[src/hw/conv_io_pkg.sv]
// Shared constants for the converter port framing block.
// Assumes one 50 MHz main clock and a 5-bit register port.
package conv_io_pkg;
    localparam int          DATA_W          = 16;
    localparam int          ADDR_W          = 5;
    localparam int          NCHAN           = 4;
    localparam int          FLEN_W          = 8;
    localparam int          LEAD_W          = 4;
    localparam int          DIV_W           = 4;
    localparam int          IR_W            = 2;
    // Register offsets
    localparam logic [4:0]  ADDR_CONFIG     = 5'h00;
    localparam logic [4:0]  ADDR_FRAME_LEN  = 5'h01;
    localparam logic [4:0]  ADDR_EARLY_LEAD = 5'h02;
    localparam logic [4:0]  ADDR_CLK_DIV    = 5'h03;
    localparam logic [4:0]  ADDR_STATUS     = 5'h04;
    // Config field positions
    localparam int          CFG_UP_LSB      = 0;
    localparam int          CFG_XCVR_BIT    = 4;
    localparam int          CFG_SUM_C_BIT   = 5;
    localparam int          CFG_SUM_D_BIT   = 6;
    localparam int          CFG_IQMUX_BIT   = 7;
    localparam int          CFG_EARLY_BIT   = 8;
    localparam int          CFG_SYNC_SW_BIT = 9;
    // Reset values and the transceiver direction map
    localparam logic [15:0] CONFIG_RST      = 16'h0000;
    localparam logic [7:0]  FRAME_LEN_RST   = 8'h07;
    localparam logic [3:0]  LEAD_RST        = 4'h1;
    localparam logic [3:0]  CLK_DIV_RST     = 4'h1;
    localparam logic [7:0]  CNT_RST         = 8'hff;
    localparam logic [3:0]  XCVR_UP_MAP     = 4'h3;
    // Test access codes
    localparam logic [1:0]  IR_CAPTURE      = 2'h1;
    localparam logic [1:0]  IR_BYPASS       = 2'h3;
    typedef enum logic [3:0] {
        TS_RESET, TS_IDLE, TS_SEL_DR, TS_CAP_DR, TS_SH_DR, TS_EX1_DR,
        TS_PAU_DR, TS_EX2_DR, TS_UPD_DR, TS_SEL_IR, TS_CAP_IR, TS_SH_IR,
        TS_EX1_IR, TS_PAU_IR, TS_EX2_IR, TS_UPD_IR
    } tap_state_t;
endpackage : conv_io_pkg

[src/hw/chan_if.sv]
// Interface between the port top and one channel framer.
// Assumes both ends run on the main clock.
`timescale 1ns/1ps
interface chan_if;
    import conv_io_pkg::*;
    logic              up;
    logic              early_en;
    logic              iq_mux;
    logic              word_en;
    logic              resync;
    logic [FLEN_W-1:0] flen;
    logic [LEAD_W-1:0] lead;
    logic              fs;
    logic              iq;
    modport ctl  (output up, early_en, iq_mux, word_en, resync, flen, lead,
                  input fs, iq);
    modport chan (input up, early_en, iq_mux, word_en, resync, flen, lead,
                  output fs, iq);
endinterface : chan_if

[src/hw/conv_chan_frame.sv]
// Per-channel word counter, frame strobe and I/Q slot flag.
// Assumes word_en pulses at most every second main clock cycle.
`timescale 1ns/1ps
module conv_chan_frame
    import conv_io_pkg::*;
(
    input wire logic clk,
    input wire logic rst_b,
    chan_if.chan     bus
);
    logic [FLEN_W-1:0] cnt_q;
    logic [FLEN_W-1:0] cnt_nxt;
    logic [FLEN_W-1:0] cnt_d;
    logic [FLEN_W-1:0] target;
    logic              wrap;
    logic              early_use;
    logic              first_word;
    logic              fs_q;
    logic              fs_d;
    logic              iq_q;
    logic              iq_d;

    // Word index decode; counter parks at all ones after reset
    assign wrap       = (cnt_q >= bus.flen);
    assign cnt_nxt    = wrap ? '0 : cnt_q + 8'h01;
    assign cnt_d      = bus.resync ? bus.flen : (bus.word_en ? cnt_nxt : cnt_q);
    assign first_word = bus.word_en && !bus.resync && (cnt_nxt == '0);
    // Early lead longer than the frame is ignored
    assign early_use  = bus.early_en && (bus.lead != '0) && ({4'h0, bus.lead} <= bus.flen);
    assign target     = early_use ? bus.flen - {4'h0, bus.lead} + 8'h01 : '0;
    assign fs_d       = bus.word_en && !bus.resync && (cnt_nxt == target);
    // I slot first, Q slot flagged high
    assign iq_d       = bus.word_en ? ((first_word || !(bus.up && bus.iq_mux)) ? 1'b0 : ~iq_q)
                                    : iq_q;

    // State registers
    always_ff @(posedge clk or negedge rst_b) begin
        if (!rst_b) begin
            cnt_q <= CNT_RST;
            fs_q  <= 1'b0;
            iq_q  <= 1'b0;
        end else begin
            cnt_q <= cnt_d;
            fs_q  <= fs_d;
            iq_q  <= iq_d;
        end
    end

    assign bus.fs = fs_q;
    assign bus.iq = iq_q;
endmodule : conv_chan_frame

[src/hw/conv_port_io.sv]
// Top of the converter port framing block: pins, registers, test port.
// Assumes data, sum, sync, scan and select pins are asynchronous to CLK and synchronises them; the register port is used as is.
//
// The implementer's own choices: the plain strobed port and the address map.
`timescale 1ns/1ps
// Functional notes
// - Four 16-bit clocked input ports A-D
// - Clocked output ports A and B
// - C/D pins: output or sum input
// - Port clock per port, clocks words
// - Transceiver: A,B up; C,D down
// - Frame strobe high with first word
// - Optional early frame strobe
// - I/Q flag in multiplexed up-conversion
// - Chip reset active low, asynchronous
// - Two active-low sync inputs, idle high
// - Active-low clocked sync output
// - Scan inputs sampled on test clock rise
// - Scan output on fall, else released
// - Scan logic reset by test reset
// - All clocked pins timed on CLK rise
// - I slot precedes Q slot
// - Bit 0 is least significant
module conv_port_io
    import conv_io_pkg::*;
(
    input  wire logic              CLK,
    input  wire logic              RST_B,
    input  wire logic [DATA_W-1:0] PORT_A_IN,
    input  wire logic [DATA_W-1:0] PORT_B_IN,
    input  wire logic [DATA_W-1:0] PORT_C_IN,
    input  wire logic [DATA_W-1:0] PORT_D_IN,
    output logic      [DATA_W-1:0] PORT_A_OUT,
    output logic      [DATA_W-1:0] PORT_B_OUT,
    input  wire logic [DATA_W-1:0] PORT_C_OUT_OR_SUM_IN_I,
    output logic      [DATA_W-1:0] PORT_C_OUT_OR_SUM_IN_O,
    output logic      [DATA_W-1:0] PORT_C_OUT_OR_SUM_IN_OE,
    input  wire logic [DATA_W-1:0] PORT_D_OUT_OR_SUM_IN_I,
    output logic      [DATA_W-1:0] PORT_D_OUT_OR_SUM_IN_O,
    output logic      [DATA_W-1:0] PORT_D_OUT_OR_SUM_IN_OE,
    output logic      [NCHAN-1:0]  PORT_CLK_OUT,
    output logic      [NCHAN-1:0]  FRAME_START_STROBE,
    output logic                   IQ_PHASE_FLAG,
    input  wire logic              SYNC_IN_A_N,
    input  wire logic              SYNC_IN_B_N,
    output logic                   SYNC_OUT_N,
    input  wire logic              WRITE_LATCH_TIMING_SEL,
    input  wire logic [ADDR_W-1:0] ADDR,
    input  wire logic [DATA_W-1:0] WDATA,
    input  wire logic              WR,
    input  wire logic              RD,
    output logic      [DATA_W-1:0] RDATA,
    input  wire logic              TCK,
    input  wire logic              TDI,
    input  wire logic              TMS,
    input  wire logic              TRST_N,
    output logic                   TDO,
    output logic                   TDO_OE
);
    // ****************************************
    // Pin synchronisers
    // ****************************************
    logic [DATA_W-1:0] in_pin [NCHAN];
    logic [DATA_W-1:0] in_m_q [NCHAN];
    logic [DATA_W-1:0] in_s_q [NCHAN];
    logic [DATA_W-1:0] sum_m_q [2];
    logic [DATA_W-1:0] sum_s_q [2];
    logic [5:0]        ctl_m_q;
    logic [5:0]        ctl_s_q;
    logic              tck_old_q;
    logic [DATA_W-1:0] out_q [NCHAN];

    assign in_pin[0] = PORT_A_IN;
    assign in_pin[1] = PORT_B_IN;
    assign in_pin[2] = PORT_C_IN;
    assign in_pin[3] = PORT_D_IN;

    // Two stages per data pin; first stage feeds only the second
    genvar gi;
    generate
        for (gi = 0; gi < NCHAN; gi++) begin : g_in_sync
            always_ff @(posedge CLK or negedge RST_B) begin
                if (!RST_B) begin
                    in_m_q[gi] <= '0;
                    in_s_q[gi] <= '0;
                end else begin
                    in_m_q[gi] <= in_pin[gi];
                    in_s_q[gi] <= in_m_q[gi];
                end
            end
        end
    endgenerate

    // Sum inputs, control levels and the test clock
    always_ff @(posedge CLK or negedge RST_B) begin
        if (!RST_B) begin
            sum_m_q[0] <= '0;
            sum_m_q[1] <= '0;
            sum_s_q[0] <= '0;
            sum_s_q[1] <= '0;
            ctl_m_q    <= 6'h3f;
            ctl_s_q    <= 6'h3f;
            tck_old_q  <= 1'b1;
        end else begin
            sum_m_q[0] <= PORT_C_OUT_OR_SUM_IN_I;
            sum_m_q[1] <= PORT_D_OUT_OR_SUM_IN_I;
            sum_s_q[0] <= sum_m_q[0];
            sum_s_q[1] <= sum_m_q[1];
            ctl_m_q    <= {TCK, WRITE_LATCH_TIMING_SEL, TMS, TDI, SYNC_IN_B_N, SYNC_IN_A_N};
            ctl_s_q    <= ctl_m_q;
            tck_old_q  <= ctl_s_q[5];
        end
    end

    // ****************************************
    // Register port
    // ****************************************
    logic [15:0]       config_q;
    logic [FLEN_W-1:0] flen_q;
    logic [LEAD_W-1:0] lead_q;
    logic [DIV_W-1:0]  div_q;
    logic [DATA_W-1:0] rdata_q;
    logic [DATA_W-1:0] rd_mux;
    logic [DATA_W-1:0] status_w;
    logic [NCHAN-1:0]  up_map;
    logic              wr_cfg;
    logic              sw_sync;
    logic              sum_c_en;
    logic              sum_d_en;

    // Transceiver overrides the per-channel direction bits
    assign up_map   = config_q[CFG_XCVR_BIT] ? XCVR_UP_MAP
                                             : config_q[CFG_UP_LSB +: NCHAN];
    assign sum_c_en = config_q[CFG_SUM_C_BIT];
    assign sum_d_en = config_q[CFG_SUM_D_BIT];
    assign wr_cfg   = WR && (ADDR == ADDR_CONFIG);
    // Software sync is a self-clearing write bit
    assign sw_sync  = wr_cfg && WDATA[CFG_SYNC_SW_BIT];
    assign status_w = {4'h0, up_map, ctl_s_q[4], ctl_s_q[1], ctl_s_q[0],
                       IQ_PHASE_FLAG, FRAME_START_STROBE};
    // Unmapped addresses read as zero
    assign rd_mux   = (ADDR == ADDR_CONFIG)     ? config_q :
                      (ADDR == ADDR_FRAME_LEN)  ? {8'h00, flen_q} :
                      (ADDR == ADDR_EARLY_LEAD) ? {12'h000, lead_q} :
                      (ADDR == ADDR_CLK_DIV)    ? {12'h000, div_q} :
                      (ADDR == ADDR_STATUS)     ? status_w : '0;

    // Writes; read data is valid only in the cycle after RD
    always_ff @(posedge CLK or negedge RST_B) begin
        if (!RST_B) begin
            config_q <= CONFIG_RST;
            flen_q   <= FRAME_LEN_RST;
            lead_q   <= LEAD_RST;
            div_q    <= CLK_DIV_RST;
            rdata_q  <= '0;
        end else begin
            if (wr_cfg) config_q <= WDATA & ~(16'h0001 << CFG_SYNC_SW_BIT);
            if (WR && ADDR == ADDR_FRAME_LEN)  flen_q <= WDATA[FLEN_W-1:0];
            if (WR && ADDR == ADDR_EARLY_LEAD) lead_q <= WDATA[LEAD_W-1:0];
            if (WR && ADDR == ADDR_CLK_DIV)    div_q  <= WDATA[DIV_W-1:0];
            rdata_q <= RD ? rd_mux : '0;
        end
    end

    // ****************************************
    // Port clock divider and word timing
    // ****************************************
    logic [DIV_W-1:0] div_cnt_q;
    logic             pclk_q;
    logic             div_tc;
    logic             word_en;

    // Words launch as the port clock falls, so the far side samples on rise
    assign div_tc  = (div_cnt_q >= div_q);
    assign word_en = div_tc && pclk_q;

    always_ff @(posedge CLK or negedge RST_B) begin
        if (!RST_B) begin
            div_cnt_q <= '0;
            pclk_q    <= 1'b0;
        end else begin
            div_cnt_q <= div_tc ? '0 : div_cnt_q + 4'h1;
            if (div_tc) pclk_q <= ~pclk_q;
        end
    end

    // ****************************************
    // Channels and data ports
    // ****************************************
    chan_if ch [NCHAN] ();
    logic [NCHAN-1:0] fs_w;
    logic [NCHAN-1:0] iq_w;
    logic [NCHAN-1:0] resync_w;
    logic             sync_out_n_q;

    // Sync A realigns A,B; sync B realigns C,D; software hits all
    assign resync_w = {{2{!ctl_s_q[1]}}, {2{!ctl_s_q[0]}}} | {NCHAN{sw_sync}};

    generate
        for (gi = 0; gi < NCHAN; gi++) begin : g_chan
            assign ch[gi].up       = up_map[gi];
            assign ch[gi].early_en = config_q[CFG_EARLY_BIT];
            assign ch[gi].iq_mux   = config_q[CFG_IQMUX_BIT];
            assign ch[gi].word_en  = word_en;
            assign ch[gi].resync   = resync_w[gi];
            assign ch[gi].flen     = flen_q;
            assign ch[gi].lead     = lead_q;
            assign fs_w[gi]        = ch[gi].fs;
            assign iq_w[gi]        = ch[gi].iq;
            conv_chan_frame u_frame (
                .clk   (CLK),
                .rst_b (RST_B),
                .bus   (ch[gi])
            );
        end
    endgenerate

    // Output words; A and B add the sum inputs when C/D are turned round
    always_ff @(posedge CLK or negedge RST_B) begin
        if (!RST_B) begin
            out_q[0] <= '0;
            out_q[1] <= '0;
            out_q[2] <= '0;
            out_q[3] <= '0;
        end else if (word_en) begin
            out_q[0] <= in_s_q[0] + (sum_c_en ? sum_s_q[0] : 16'h0000);
            out_q[1] <= in_s_q[1] + (sum_d_en ? sum_s_q[1] : 16'h0000);
            out_q[2] <= in_s_q[2];
            out_q[3] <= in_s_q[3];
        end
    end

    // Pin drivers; enables follow the sum selects with one register stage
    always_ff @(posedge CLK or negedge RST_B) begin
        if (!RST_B) begin
            PORT_C_OUT_OR_SUM_IN_OE <= '0;
            PORT_D_OUT_OR_SUM_IN_OE <= '0;
            PORT_CLK_OUT            <= '0;
            sync_out_n_q            <= 1'b1;
        end else begin
            PORT_C_OUT_OR_SUM_IN_OE <= {DATA_W{!sum_c_en}};
            PORT_D_OUT_OR_SUM_IN_OE <= {DATA_W{!sum_d_en}};
            PORT_CLK_OUT            <= {NCHAN{div_tc ? ~pclk_q : pclk_q}};
            sync_out_n_q            <= !(fs_w[0] || sw_sync);
        end
    end

    assign PORT_A_OUT             = out_q[0];
    assign PORT_B_OUT             = out_q[1];
    assign PORT_C_OUT_OR_SUM_IN_O = out_q[2];
    assign PORT_D_OUT_OR_SUM_IN_O = out_q[3];
    assign FRAME_START_STROBE     = fs_w;
    assign IQ_PHASE_FLAG          = iq_w[0];
    assign SYNC_OUT_N             = sync_out_n_q;
    assign RDATA                  = rdata_q;

    // ****************************************
    // Boundary-scan controller
    // ****************************************
    tap_state_t tap_q;
    tap_state_t tap_d;
    logic [IR_W-1:0] ir_q;
    logic            byp_q;
    logic            tdo_q;
    logic            tdo_oe_q;
    logic            tck_rise;
    logic            tck_fall;
    logic            tms_s;
    logic            tdi_s;
    logic            shifting;

    // Edges seen by CLK; a slow test clock is assumed
    assign tck_rise = ctl_s_q[5] && !tck_old_q;
    assign tck_fall = !ctl_s_q[5] && tck_old_q;
    assign tms_s    = ctl_s_q[3];
    assign tdi_s    = ctl_s_q[2];
    assign shifting = (tap_q == TS_SH_DR) || (tap_q == TS_SH_IR);

    // Standard controller walk
    always_comb begin
        tap_d = tap_q;
        case (tap_q)
            TS_RESET:  tap_d = tms_s ? TS_RESET  : TS_IDLE;
            TS_IDLE:   tap_d = tms_s ? TS_SEL_DR : TS_IDLE;
            TS_SEL_DR: tap_d = tms_s ? TS_SEL_IR : TS_CAP_DR;
            TS_CAP_DR: tap_d = tms_s ? TS_EX1_DR : TS_SH_DR;
            TS_SH_DR:  tap_d = tms_s ? TS_EX1_DR : TS_SH_DR;
            TS_EX1_DR: tap_d = tms_s ? TS_UPD_DR : TS_PAU_DR;
            TS_PAU_DR: tap_d = tms_s ? TS_EX2_DR : TS_PAU_DR;
            TS_EX2_DR: tap_d = tms_s ? TS_UPD_DR : TS_SH_DR;
            TS_SEL_IR: tap_d = tms_s ? TS_RESET  : TS_CAP_IR;
            TS_CAP_IR: tap_d = tms_s ? TS_EX1_IR : TS_SH_IR;
            TS_SH_IR:  tap_d = tms_s ? TS_EX1_IR : TS_SH_IR;
            TS_EX1_IR: tap_d = tms_s ? TS_UPD_IR : TS_PAU_IR;
            TS_PAU_IR: tap_d = tms_s ? TS_EX2_IR : TS_PAU_IR;
            TS_EX2_IR: tap_d = tms_s ? TS_UPD_IR : TS_SH_IR;
            TS_UPD_DR: tap_d = tms_s ? TS_SEL_DR : TS_IDLE;
            TS_UPD_IR: tap_d = tms_s ? TS_SEL_DR : TS_IDLE;
            default:   tap_d = TS_RESET;
        endcase
    end

    // Rise: state and shift registers; only bypass is implemented
    always_ff @(posedge CLK or negedge TRST_N) begin
        if (!TRST_N) begin
            tap_q <= TS_RESET;
            ir_q  <= IR_BYPASS;
            byp_q <= 1'b0;
        end else if (tck_rise) begin
            tap_q <= tap_d;
            if (tap_q == TS_CAP_IR) ir_q <= IR_CAPTURE;
            if (tap_q == TS_SH_IR)  ir_q <= {tdi_s, ir_q[IR_W-1:1]};
            if (tap_q == TS_CAP_DR) byp_q <= 1'b0;
            if (tap_q == TS_SH_DR)  byp_q <= tdi_s;
        end
    end

    // Fall: output bit and its enable
    always_ff @(posedge CLK or negedge TRST_N) begin
        if (!TRST_N) begin
            tdo_q    <= 1'b0;
            tdo_oe_q <= 1'b0;
        end else if (tck_fall) begin
            tdo_q    <= (tap_q == TS_SH_IR) ? ir_q[0] : byp_q;
            tdo_oe_q <= shifting;
        end
    end

    assign TDO    = tdo_q;
    assign TDO_OE = tdo_oe_q;
endmodule : conv_port_io

[config.mk]
export PLATFORM = sky130hd
export DESIGN_NAME = conv_port_io
export DESIGN_NICKNAME = d
export VERILOG_FILES = /design/src/hw/conv_io_pkg.sv /design/src/hw/chan_if.sv /design/src/hw/conv_chan_frame.sv /design/src/hw/conv_port_io.sv
export SDC_FILE = /design/constraint.sdc
export NUM_CORES = 1
export LEC_CHECK = 0
export ABC_AREA = 1
export BUFFER_PORTS_ARGS = -buffer_cell sky130_fd_sc_hd__buf_2
export CORE_MARGIN = 5
export CORE_UTILIZATION = 43
export DETAILED_ROUTE_END_ITERATION = 10
export PLACE_DENSITY = 0.68
export SLEW_MARGIN = 30
export SYNTH_ARGS = -nofsm -noshare
export SYNTH_HDL_FRONTEND = slang
export SYNTH_SLANG_ARGS = --single-unit
[constraint.sdc]
create_clock -name CLK -period 3.1 [get_ports CLK]
set_input_delay 0.31 -clock CLK [delete_from_list [all_inputs] [get_ports CLK]]
set_output_delay 0.31 -clock CLK [all_outputs]
set_load 0.02 [all_outputs]
==> results of run 1 <==
-- critical path, delay by kind of cell, from the launching register on --
family,cells,cell delay [ps]
DFF,1,560
xor gates and xnor gates,1,140
buffers and inverters,5,640
and+or+nand+nor,5,600
adders and majority gates,3,930
-- cell families (layout without fill, tap and decap cells) --
logic type,Yosys count,after routing,share of synthesized area (%)
other,0,1,0
buffers and inverters,257,651,6.94
and+or+nand+nor,867,867,21.7
xor gates and xnor gates,36,36,1.90
muxes,2,2,0.136
DFF,370,370,56.1
AOI/OAI and AO/OA,187,187,6.24
adders and majority gates,90,90,6.91
-- cell type report --
cell class	count	area share (%)
Clock buffer	48	5.23
Tap cell	518	3.11
Multi-Input combinational cell	1182	29.5
Clock inverter	24	1.40
Sequential cell	370	44.7
Inverter	190	3.42
Timing Repair Buffer	389	12.6
Antenna cell	1	0.0120
-- cells in the final DEF (no fill, tap or decap), drive strengths merged, types with 8 or more instances in the layout --
cell type and count:
dlygate4sd3 108, nand3b 8, ha 87, nand4 30, buf 281, nand3 108, clkbuf 48, nor3 16
clkinv 10, inv 194, a21oi 58, xor2 24, dfrtp 317, dfstp 53, nor2 133, nand2 562
xnor2 12, a31oi 9, o21ai 93
-- through the flow --
| step | instances | setup slack (ps) | utilization [%] | instance area, um2 |
|---|---|---|---|---|
| CTS | 2719 | 171 | 54.2 | 20800 |
| global route | 2722 | 9.19 | 54.2 | 20900 |
| global placement | 2539 | 280 | 47.7 | 18400 |
| finish | 2722 | 161 | 54.2 | 20900 |
| detailed placement | 2539 | 186 | 47.7 | 18400 |
| floorplan | 1809 | 620 | - | 16600 |
-- timing repair --
item / 4_1_cts / 5_1_grt
setup endpoints to repair: 0 / 1
buffers inserted: 0 / 2
endpoints found under the hold margin: 211 / 0
hold buffers: 108 / 0
-- routing by layer --
layer	share of wire [%]	global-route usage, %
met1	42	28.1
met2	48	35.7
met3	7.0	5.03
met4	3.1	7.27
met5	0	0
-- worst max-delay path by stage --
stage / startpoint / to / slack (ps) / depth (start not counted)
6_report: ch[0].flen[1] / g_chan[0].u_frame.bus.fs / 160 / 14
5_1_grt: ch[0].flen[1] / g_chan[2].u_frame.bus.fs / 9 / 14
4_1_cts: ch[0].flen[1] / g_chan[2].u_frame.bus.fs / 170 / 15
3_5_place_dp: ch[0].flen[1] / g_chan[2].u_frame.bus.fs / 190 / 15
3_3_place_gp: ch[0].flen[1] / g_chan[1].u_frame.bus.fs / 280 / 15
2_1_floorplan: ch[0].flen[1] / g_chan[2].u_frame.bus.fs / 620 / 15
-- where the power goes --
part | total [mW] | switching, mW | internal [mW]
Sequential | 6.58 | 0.731 | 5.84
Clock | 4.92 | 2.03 | 2.89
Combinational | 6.75 | 4.53 | 2.23
Total | 18.2 | 7.29 | 11.0
-- sequential cells by signal, indices dropped and copies added, names as in the netlist, 6 cells and up --
register and cells:
ctl_s_q 6, config_q 15, in_s_q 64, g_chan.u_frame.cnt_q 32
PORT_C_OUT_OR_SUM_IN_O 16, RDATA 16, ctl_m_q 6, sum_m_q 32
in_m_q 64, PORT_D_OUT_OR_SUM_IN_O 16, sum_s_q 32, PORT_B_OUT 16
PORT_A_OUT 16, ch.flen 8
==> results.cfg, run 1 <==
[outcome]
status = completed

[sta]
setup_viol_count_final = 0
slew_headroom_pct = 44.1
worstMarginPinSlew_ps = 839
min_period_ps = 2940
hold_viol = 0
tns_ps = 0
drv_slew = 0
rsz0062_at_grt = no
fin_crit_sh_pct = 94.8
fmax_ghz = 0.340
whs_ps = 26.4
skew_ps = 25.6

[logic_synthesis]
syn-cell-area_mm2 = 0.0166
syn_area_per_cell_um2 = 9.18
yosysMostFrequentCell = nand2_1
synth_edf_count = 0
syn-num-nets = 2027
ys_async_sr_fraction_pct = 100
synthTopCellsByCount = nand2_1, dfrtp_1, inv_1
ys_warn_count = 0
seq_area_frac_synth_pct = 56.1
ys.flop_type = dfrtp_1
synth_top_cell_by_area = dfrtp_1
syn_inst = 1809
synth_cell_type_count = 44
synth_area_leaders = dfrtp_1, nand2_1, dfstp_2
synth-seq-cells = 370
synth_top_area_share_pct = 47.8

[floorplan]
design.die.area_mm2 = 0.0427
start_util_pct = 43.2
die_width_um = 207
core_mm2 = 0.0385
die_h_um = 207
ios = 252
rows = 72

[cts]
clock_latency_ps = 560
cts_tree = built
cts_resized = 0
clkTransAtPathRegs_ps = 60
clkSinkCount = 370
cts_made_buffers = 39
ctsLongestPathBuffers = 3
htree_levels = 2
cts-root-buf = clkbuf_16

[placement]
dp_hpwl_um = 31300
gp_congestion = 0.982
numPortBuffers = 251

[drt]
routed_via_density = 4.96
wire_per_inst_um = 16.7
drtAntennaViolNets = 0
vias = 13500
dr.pass1.iters = 5
totalWireLength_um = 45300
route.detailed.drc = 0
drtIter0Drc = 1007

[setup_path]
rr_endpoint = g_chan[0].u_frame.bus.fs
reg2reg_depth = 14
cp.arrival_ps = 3410
r2r-start = ch[0].flen[1]
slowest_stage = dfstp_2
cp_slowest_stage_delay_ps = 560
crit_type = flop to flop
path_cells = inv_1, ha_1, inv_1, ha_1, inv_1, fa_1, inv_1, nand2_1, nand3_1, nand4_1, buf_4, xor2_1, nand3_1, nor2_1
r2r_slack_ps = 160
critPathRequiredTime_ps = 3580
start_kind = flop
cp_common_cell = inv_1
cp-end-kind = flop
critPathMaxFanout = 6

[final_layout]
drive_gt1_share_pct = 19.3
multi_input_area_mm2 = 0.00614
syn_to_final_growth_pct = 25.5
layout.nets = 2390
fillers = 3332
ff_latch_area_mm2 = 0.00933

[pwr]
power-per-cell-area_mw_per_mm2 = 875
total_power_mw = 18.2
power.leakage_nw = 10.8
peakVddDrop_mv = 0.538

[global_routing]
antenna_found_initial = 2
grt_pass1_wl_um = 72700
grt_pass1_vias = 13800
grt_overflow = 0
grt_start_max_net_pins = 105
grt_usage_pct = 21.5

[min_path]
hp-class = input port to flop
worstHoldStart = WDATA[13]
hold_end = config_q[13]
holdPathStages = 3

[flow_run]
cap_violations = 0
Power figures use the tool's default switching activity.
==> run 2: changes to the inputs <==
--- a/config.mk
+++ b/config.mk
@@ -7,11 +7,12 @@
 export LEC_CHECK = 0
 export ABC_AREA = 1
 export BUFFER_PORTS_ARGS = -buffer_cell sky130_fd_sc_hd__buf_2
-export CORE_MARGIN = 5
+export CORE_MARGIN = 2
 export CORE_UTILIZATION = 43
 export DETAILED_ROUTE_END_ITERATION = 10
-export PLACE_DENSITY = 0.68
+export PLACE_DENSITY = 0.67
 export SLEW_MARGIN = 30
 export SYNTH_ARGS = -nofsm -noshare
 export SYNTH_HDL_FRONTEND = slang
+export SYNTH_HIERARCHICAL = 1
 export SYNTH_SLANG_ARGS = --single-unit
==> constraint.sdc (replaced) <==
create_clock -name CLK -period 3.1 [get_ports CLK]
set_input_delay 0.31 -clock CLK [delete_from_list [all_inputs] [get_ports CLK]]
set_output_delay 0.31 -clock CLK [all_outputs]
set_load 0.005 [all_outputs]
==> run 2 against run 1 <==
Net effect: utilization is 1.0 points lower; largest cell class unchanged; via count is 15% higher; final cell count is 19% higher; sequential cell count stayed put; clock skew is 8.3 ps lower; clock power is 1% higher.
==> results.cfg, run 2 <==
[global_routing]
antenna_found_initial = 1
grt_pass1_wl_um = 78900
grt_usage_pct = 21.0
grt_overflow = 0
grt_pass1_vias = 15900
grt_start_max_net_pins = 99

[sta]
drv_slew = 0
fin_crit_sh_pct = 86.9
min_period_ps = 2690
skew_ps = 17.3
hold_viol = 0
tns_ps = 0
worstMarginPinSlew_ps = 896
rsz0062_at_grt = no
slew_headroom_pct = 40.3
fmax_ghz = 0.371
setup_viol_count_final = 0

[cts]
post_cts_buffers = 0
cts_tree = built
ctsLongestPathBuffers = 3
htree_levels = 2
cts-root-buf = clkbuf_16
clkTransAtPathRegs_ps = 60
clkSinkCount = 370
clock_latency_ps = 560
cts_made_buffers = 40

[final_layout]
multi_input_area_mm2 = 0.00819
syn_to_final_growth_pct = 22.0
layout.nets = 2898
final_cell_mix = nand2_1, inv_1, dfrtp_1
ff_latch_area_mm2 = 0.00933
final_common_cell = nand2_1
top_regs = in_m_q: 64 flops, in_s_q: 64 flops
drive_gt1_share_pct = 19.7
fillers = 3957

[logic_synthesis]
syn_area_per_cell_um2 = 8.51
syn-cell-area_mm2 = 0.0193
syn-num-nets = 2538
ys_warn_count = 6
syn_inst = 2269

[floorplan]
design.die.area_mm2 = 0.0466
core_mm2 = 0.0443
rows = 77
start_util_pct = 43.6
ios = 252
die_h_um = 216
die_width_um = 216

[setup_path]
path_cells = inv_1, ha_1, inv_1, ha_1, inv_1, fa_1, inv_1, a21oi_1, xor2_1, nand2_1, nand2_1, nand2_1, nor2_1, nand3_1, nor2_2
crit_type = flop to flop
cp-end-kind = flop
critPathMaxFanout = 10
cp_slowest_stage_delay_ps = 650
slowest_stage = dfstp_2
critPathRequiredTime_ps = 3590
r2r_slack_ps = 410
cp.arrival_ps = 3190
cp_common_cell = inv_1
start_kind = flop

[drt]
wire_per_inst_um = 14.9
routed_via_density = 4.78
vias = 15600
dr.pass1.iters = 5
route.detailed.drc = 0
drtIter0Drc = 1011
totalWireLength_um = 48500
drtAntennaViolNets = 0

[placement]
gp_congestion = 0.903
numPortBuffers = 251
dp_hpwl_um = 34300

[pwr]
swShare_pct = 39.7
pwr-share-clk_pct = 26.0
power.leakage_nw = 12.7
seqPwrFrac_pct = 35.1
power-per-cell-area_mw_per_mm2 = 815
peakVddDrop_mv = 0.613
total_power_mw = 19.2
p_comb_share_pct = 38.9
internal_power_mw = 11.6
switching_power_mw = 7.62

[min_path]
hp-class = input port to flop

[outcome]
status = completed

[flow_run]
cap_violations = 0
[run 2: area by class of cell]
cell class / instances / area share (%)
Sequential cell: 370 / 39.6
Multi-Input combinational cell: 1477 / 34.7
Timing Repair Buffer: 384 / 11.0
Inverter: 356 / 5.68
Clock buffer: 53 / 4.89
Tap cell: 592 / 3.14
Clock inverter: 19 / 0.993
Antenna cell: 1 / 0.0106
[run 2: final timing paths]
path	from	to	depth (start not counted)
setup / recovery	ch[0].flen[1]	g_chan[2].u_frame/bus.fs	15
max in group asynchronous	RST_B	ctl_s_q[4]	3
min in group asynchronous	TRST_N	byp_q	2
setup reg to reg	ch[0].flen[1]	g_chan[2].u_frame/bus.fs	15
hold / removal	WDATA[6]	config_q[6]	3
hold reg to reg	in_m_q[25]	in_s_q[25]	0
[run 2: metrics by stage]
step / setup slack (ps) / hold slack (ps) / instance area (um2) / std cells / util [%]
floorplan: 717 / 14.4 / 19300 / 2269 / -
global placement: 484 / 169 / 21100 / 3068 / 47.5
detailed placement: 444 / 174 / 21100 / 3068 / 47.5
CTS: 419 / 11.3 / 23600 / 3251 / 53.2
global route: 186 / 23.5 / 23600 / 3252 / 53.2
finish: 406 / 42.9 / 23600 / 3252 / 53.2
[run 2: power groups by stage]
stage	clock network, mW	logic (mW)	registers, mW
2_1_floorplan	0	5.37	6.53
3_3_place_gp	0	7.13	6.76
3_5_place_dp	0	7.29	6.78
4_1_cts	5.10	7.44	6.72
5_1_grt	5.33	8.44	6.86
6_report	4.99	7.46	6.74
[run 2: repair_timing]
item                      4_1_cts  5_1_grt
gates resized for setup         0        0
hold endpoints to repair      201        0
hold buffers                  111        0
[run 2: critical path, delay by kind of cell (launching register included)]
family	cells	cell delay, ps
xor gates and xnor gates	1	130
adders and majority gates	3	920
DFF	1	650
and+or+nand+nor	6	520
AOI/OAI and AO/OA	1	80
buffers and inverters	4	340
[run 2: per-layer routing]
layer	vias to the layer above	track usage, %	wire, um
met5	-	0	0
met4	0	7.19	1320
met3	95	4.34	2880
met2	400	35.3	23400
met1	7320	26.9	20900
li1	7740	-	-
==> run 3: changes to the inputs <==
--- a/config.mk
+++ b/config.mk
@@ -10,7 +10,7 @@
 export CORE_MARGIN = 2
 export CORE_UTILIZATION = 43
 export DETAILED_ROUTE_END_ITERATION = 10
-export PLACE_DENSITY = 0.67
+export PLACE_DENSITY = 0.63
 export SLEW_MARGIN = 30
 export SYNTH_ARGS = -nofsm -noshare
 export SYNTH_HDL_FRONTEND = slang
==> run 3 against run 2 <==
Net effect: register-to-register slack got worse by 80 ps; die area stayed put; combinational power shrank 0.9%; sequential cell count unchanged; critical path type unchanged; final cell count grew 0.18%; fmax down 2.8%.
==> results.cfg, run 3 (same netlist as run 2, synthesis figures left out) <==
[final_layout]
top_regs = in_m_q: 64 flops, in_s_q: 64 flops
syn_to_final_growth_pct = 22.3
final_common_cell = nand2_1
layout.nets = 2902
drive_gt1_share_pct = 19.7
post-route-util_pct = 53.3
final_cell_mix = nand2_1, inv_1, dfrtp_1
num_antenna_cells = 0

[global_routing]
grt_start_max_net_pins = 79
antenna_found_initial = 0
grt_overflow = 0
grt_usage_pct = 20.5
grt_pass1_vias = 15600
grt_pass1_wl_um = 77700

[drt]
totalWireLength_um = 47200
drtIter0Drc = 1065
wire_per_inst_um = 14.5
dr.pass1.iters = 8
route.detailed.drc = 0
routed_via_density = 4.73
drtAntennaViolNets = 0
vias = 15400

[cts]
cts-root-buf = clkbuf_16
cts-hold-fix-buffers = 113
ctsLongestPathBuffers = 3
clkSinkCount = 370
cts_made_buffers = 41
cts_resized = 0
post_cts_buffers = 0
cts_tree = built
htree_levels = 2
clkTransAtPathRegs_ps = 60
clock_latency_ps = 570

[sta]
fmax_ghz = 0.361
skew_ps = 32.0
setup_viol_count_final = 0
hold_viol = 0
worstMarginPinSlew_ps = 912
fin_crit_sh_pct = 89.4
tns_ps = 0
min_period_ps = 2770
rsz0062_at_grt = no
setup_ws_ps = 329
whs_ps = 35.6
drv_slew = 0
slew_headroom_pct = 39.2

[floorplan]
die_h_um = 216
rows = 77
core_mm2 = 0.0443
start_util_pct = 43.6
die_width_um = 216
design.die.area_mm2 = 0.0466
ios = 252

[pwr]
pwr-share-clk_pct = 25.9
swShare_pct = 39.5
switching_power_mw = 7.55
peakVddDrop_mv = 0.481
internal_power_mw = 11.5
seqPwrFrac_pct = 35.3
power-per-cell-area_mw_per_mm2 = 809
power.leakage_nw = 12.8
p_comb_share_pct = 38.7

[setup_path]
crit_type = flop to flop
reg2reg_depth = 15
critPathMaxFanout = 10
cp.arrival_ps = 3280
cp-end-kind = flop
start_kind = flop
critPathRequiredTime_ps = 3610

[placement]
numPortBuffers = 251
dp_hpwl_um = 34500
place_ws_ps = 386
gp_congestion = 0.879

[outcome]
status = completed

[min_path]
holdPathStages = 3
hp-class = input port to flop

[flow_run]
cap_violations = 0
==> run 3: cell type report <==
type | count | area, um2
inverter | 356 | 1340
clock buffer | 58 | 1180
clock inverter | 18 | 215
multi-input combinational | 1477 | 8190
fill | 4005 | 20700
tap | 592 | 741
timing repair buffer | 387 | 2620
sequential | 370 | 9330
==> run 3: path summary, 6_finish.rpt <==
check	from	slack (ps)	to
max in group asynchronous	RST_B	1890	in_m_q[32]
worst max register to register	ch[0].flen[1]	330	g_chan[0].u_frame/bus.fs
min in group asynchronous	TRST_N	150	tap_q[0]
worst max-delay path	ch[0].flen[1]	330	g_chan[0].u_frame/bus.fs
worst min register to register	in_m_q[27]	340	in_s_q[27]
worst min-delay path	WDATA[7]	40	config_q[7]
==> run 3: stage by stage <==
step / instance area [um2] / power [mW] / std cells
finish: 23600 / 19.1 / 3258
global route: 23600 / 20.6 / 3258
CTS: 23600 / 19.2 / 3258
detailed placement: 21100 / 14.1 / 3069
global placement: 21100 / 13.9 / 3069
floorplan: 19300 / 11.9 / 2269
==> run 3: power by group through the flow <==
stage / clock network [mW] / logic, mW / registers, mW
final: 4.95 / 7.39 / 6.75
after global routing: 5.27 / 8.47 / 6.87
after CTS: 5.08 / 7.43 / 6.74
after detailed placement: 0 / 7.27 / 6.81
after global placement: 0 / 7.17 / 6.78
after floorplan: 0 / 5.37 / 6.53
==> run 3: critical path, stage by stage (launching register included) <==
cell and delay (ps):
dfstp_2 660, inv_1 120, ha_1 350, inv_1 70, ha_1 210, inv_1 70, fa_1 400, inv_1 100
a21oi_1 80, xor2_1 130, nand2_1 100, nand2_1 80, nand2_1 50, nor2_1 100, nand3_1 90, nor2_2 100
==> run 3: metal layers <==
layer | routed length (um) | up-vias | global-route usage [%]
li1 | - | 7752 | -
met1 | 21800 | 7269 | 27.8
met2 | 22100 | 329 | 34.3
met3 | 2150 | 75 | 3.14
met4 | 1060 | 0 | 5.41
met5 | 0 | - | 0
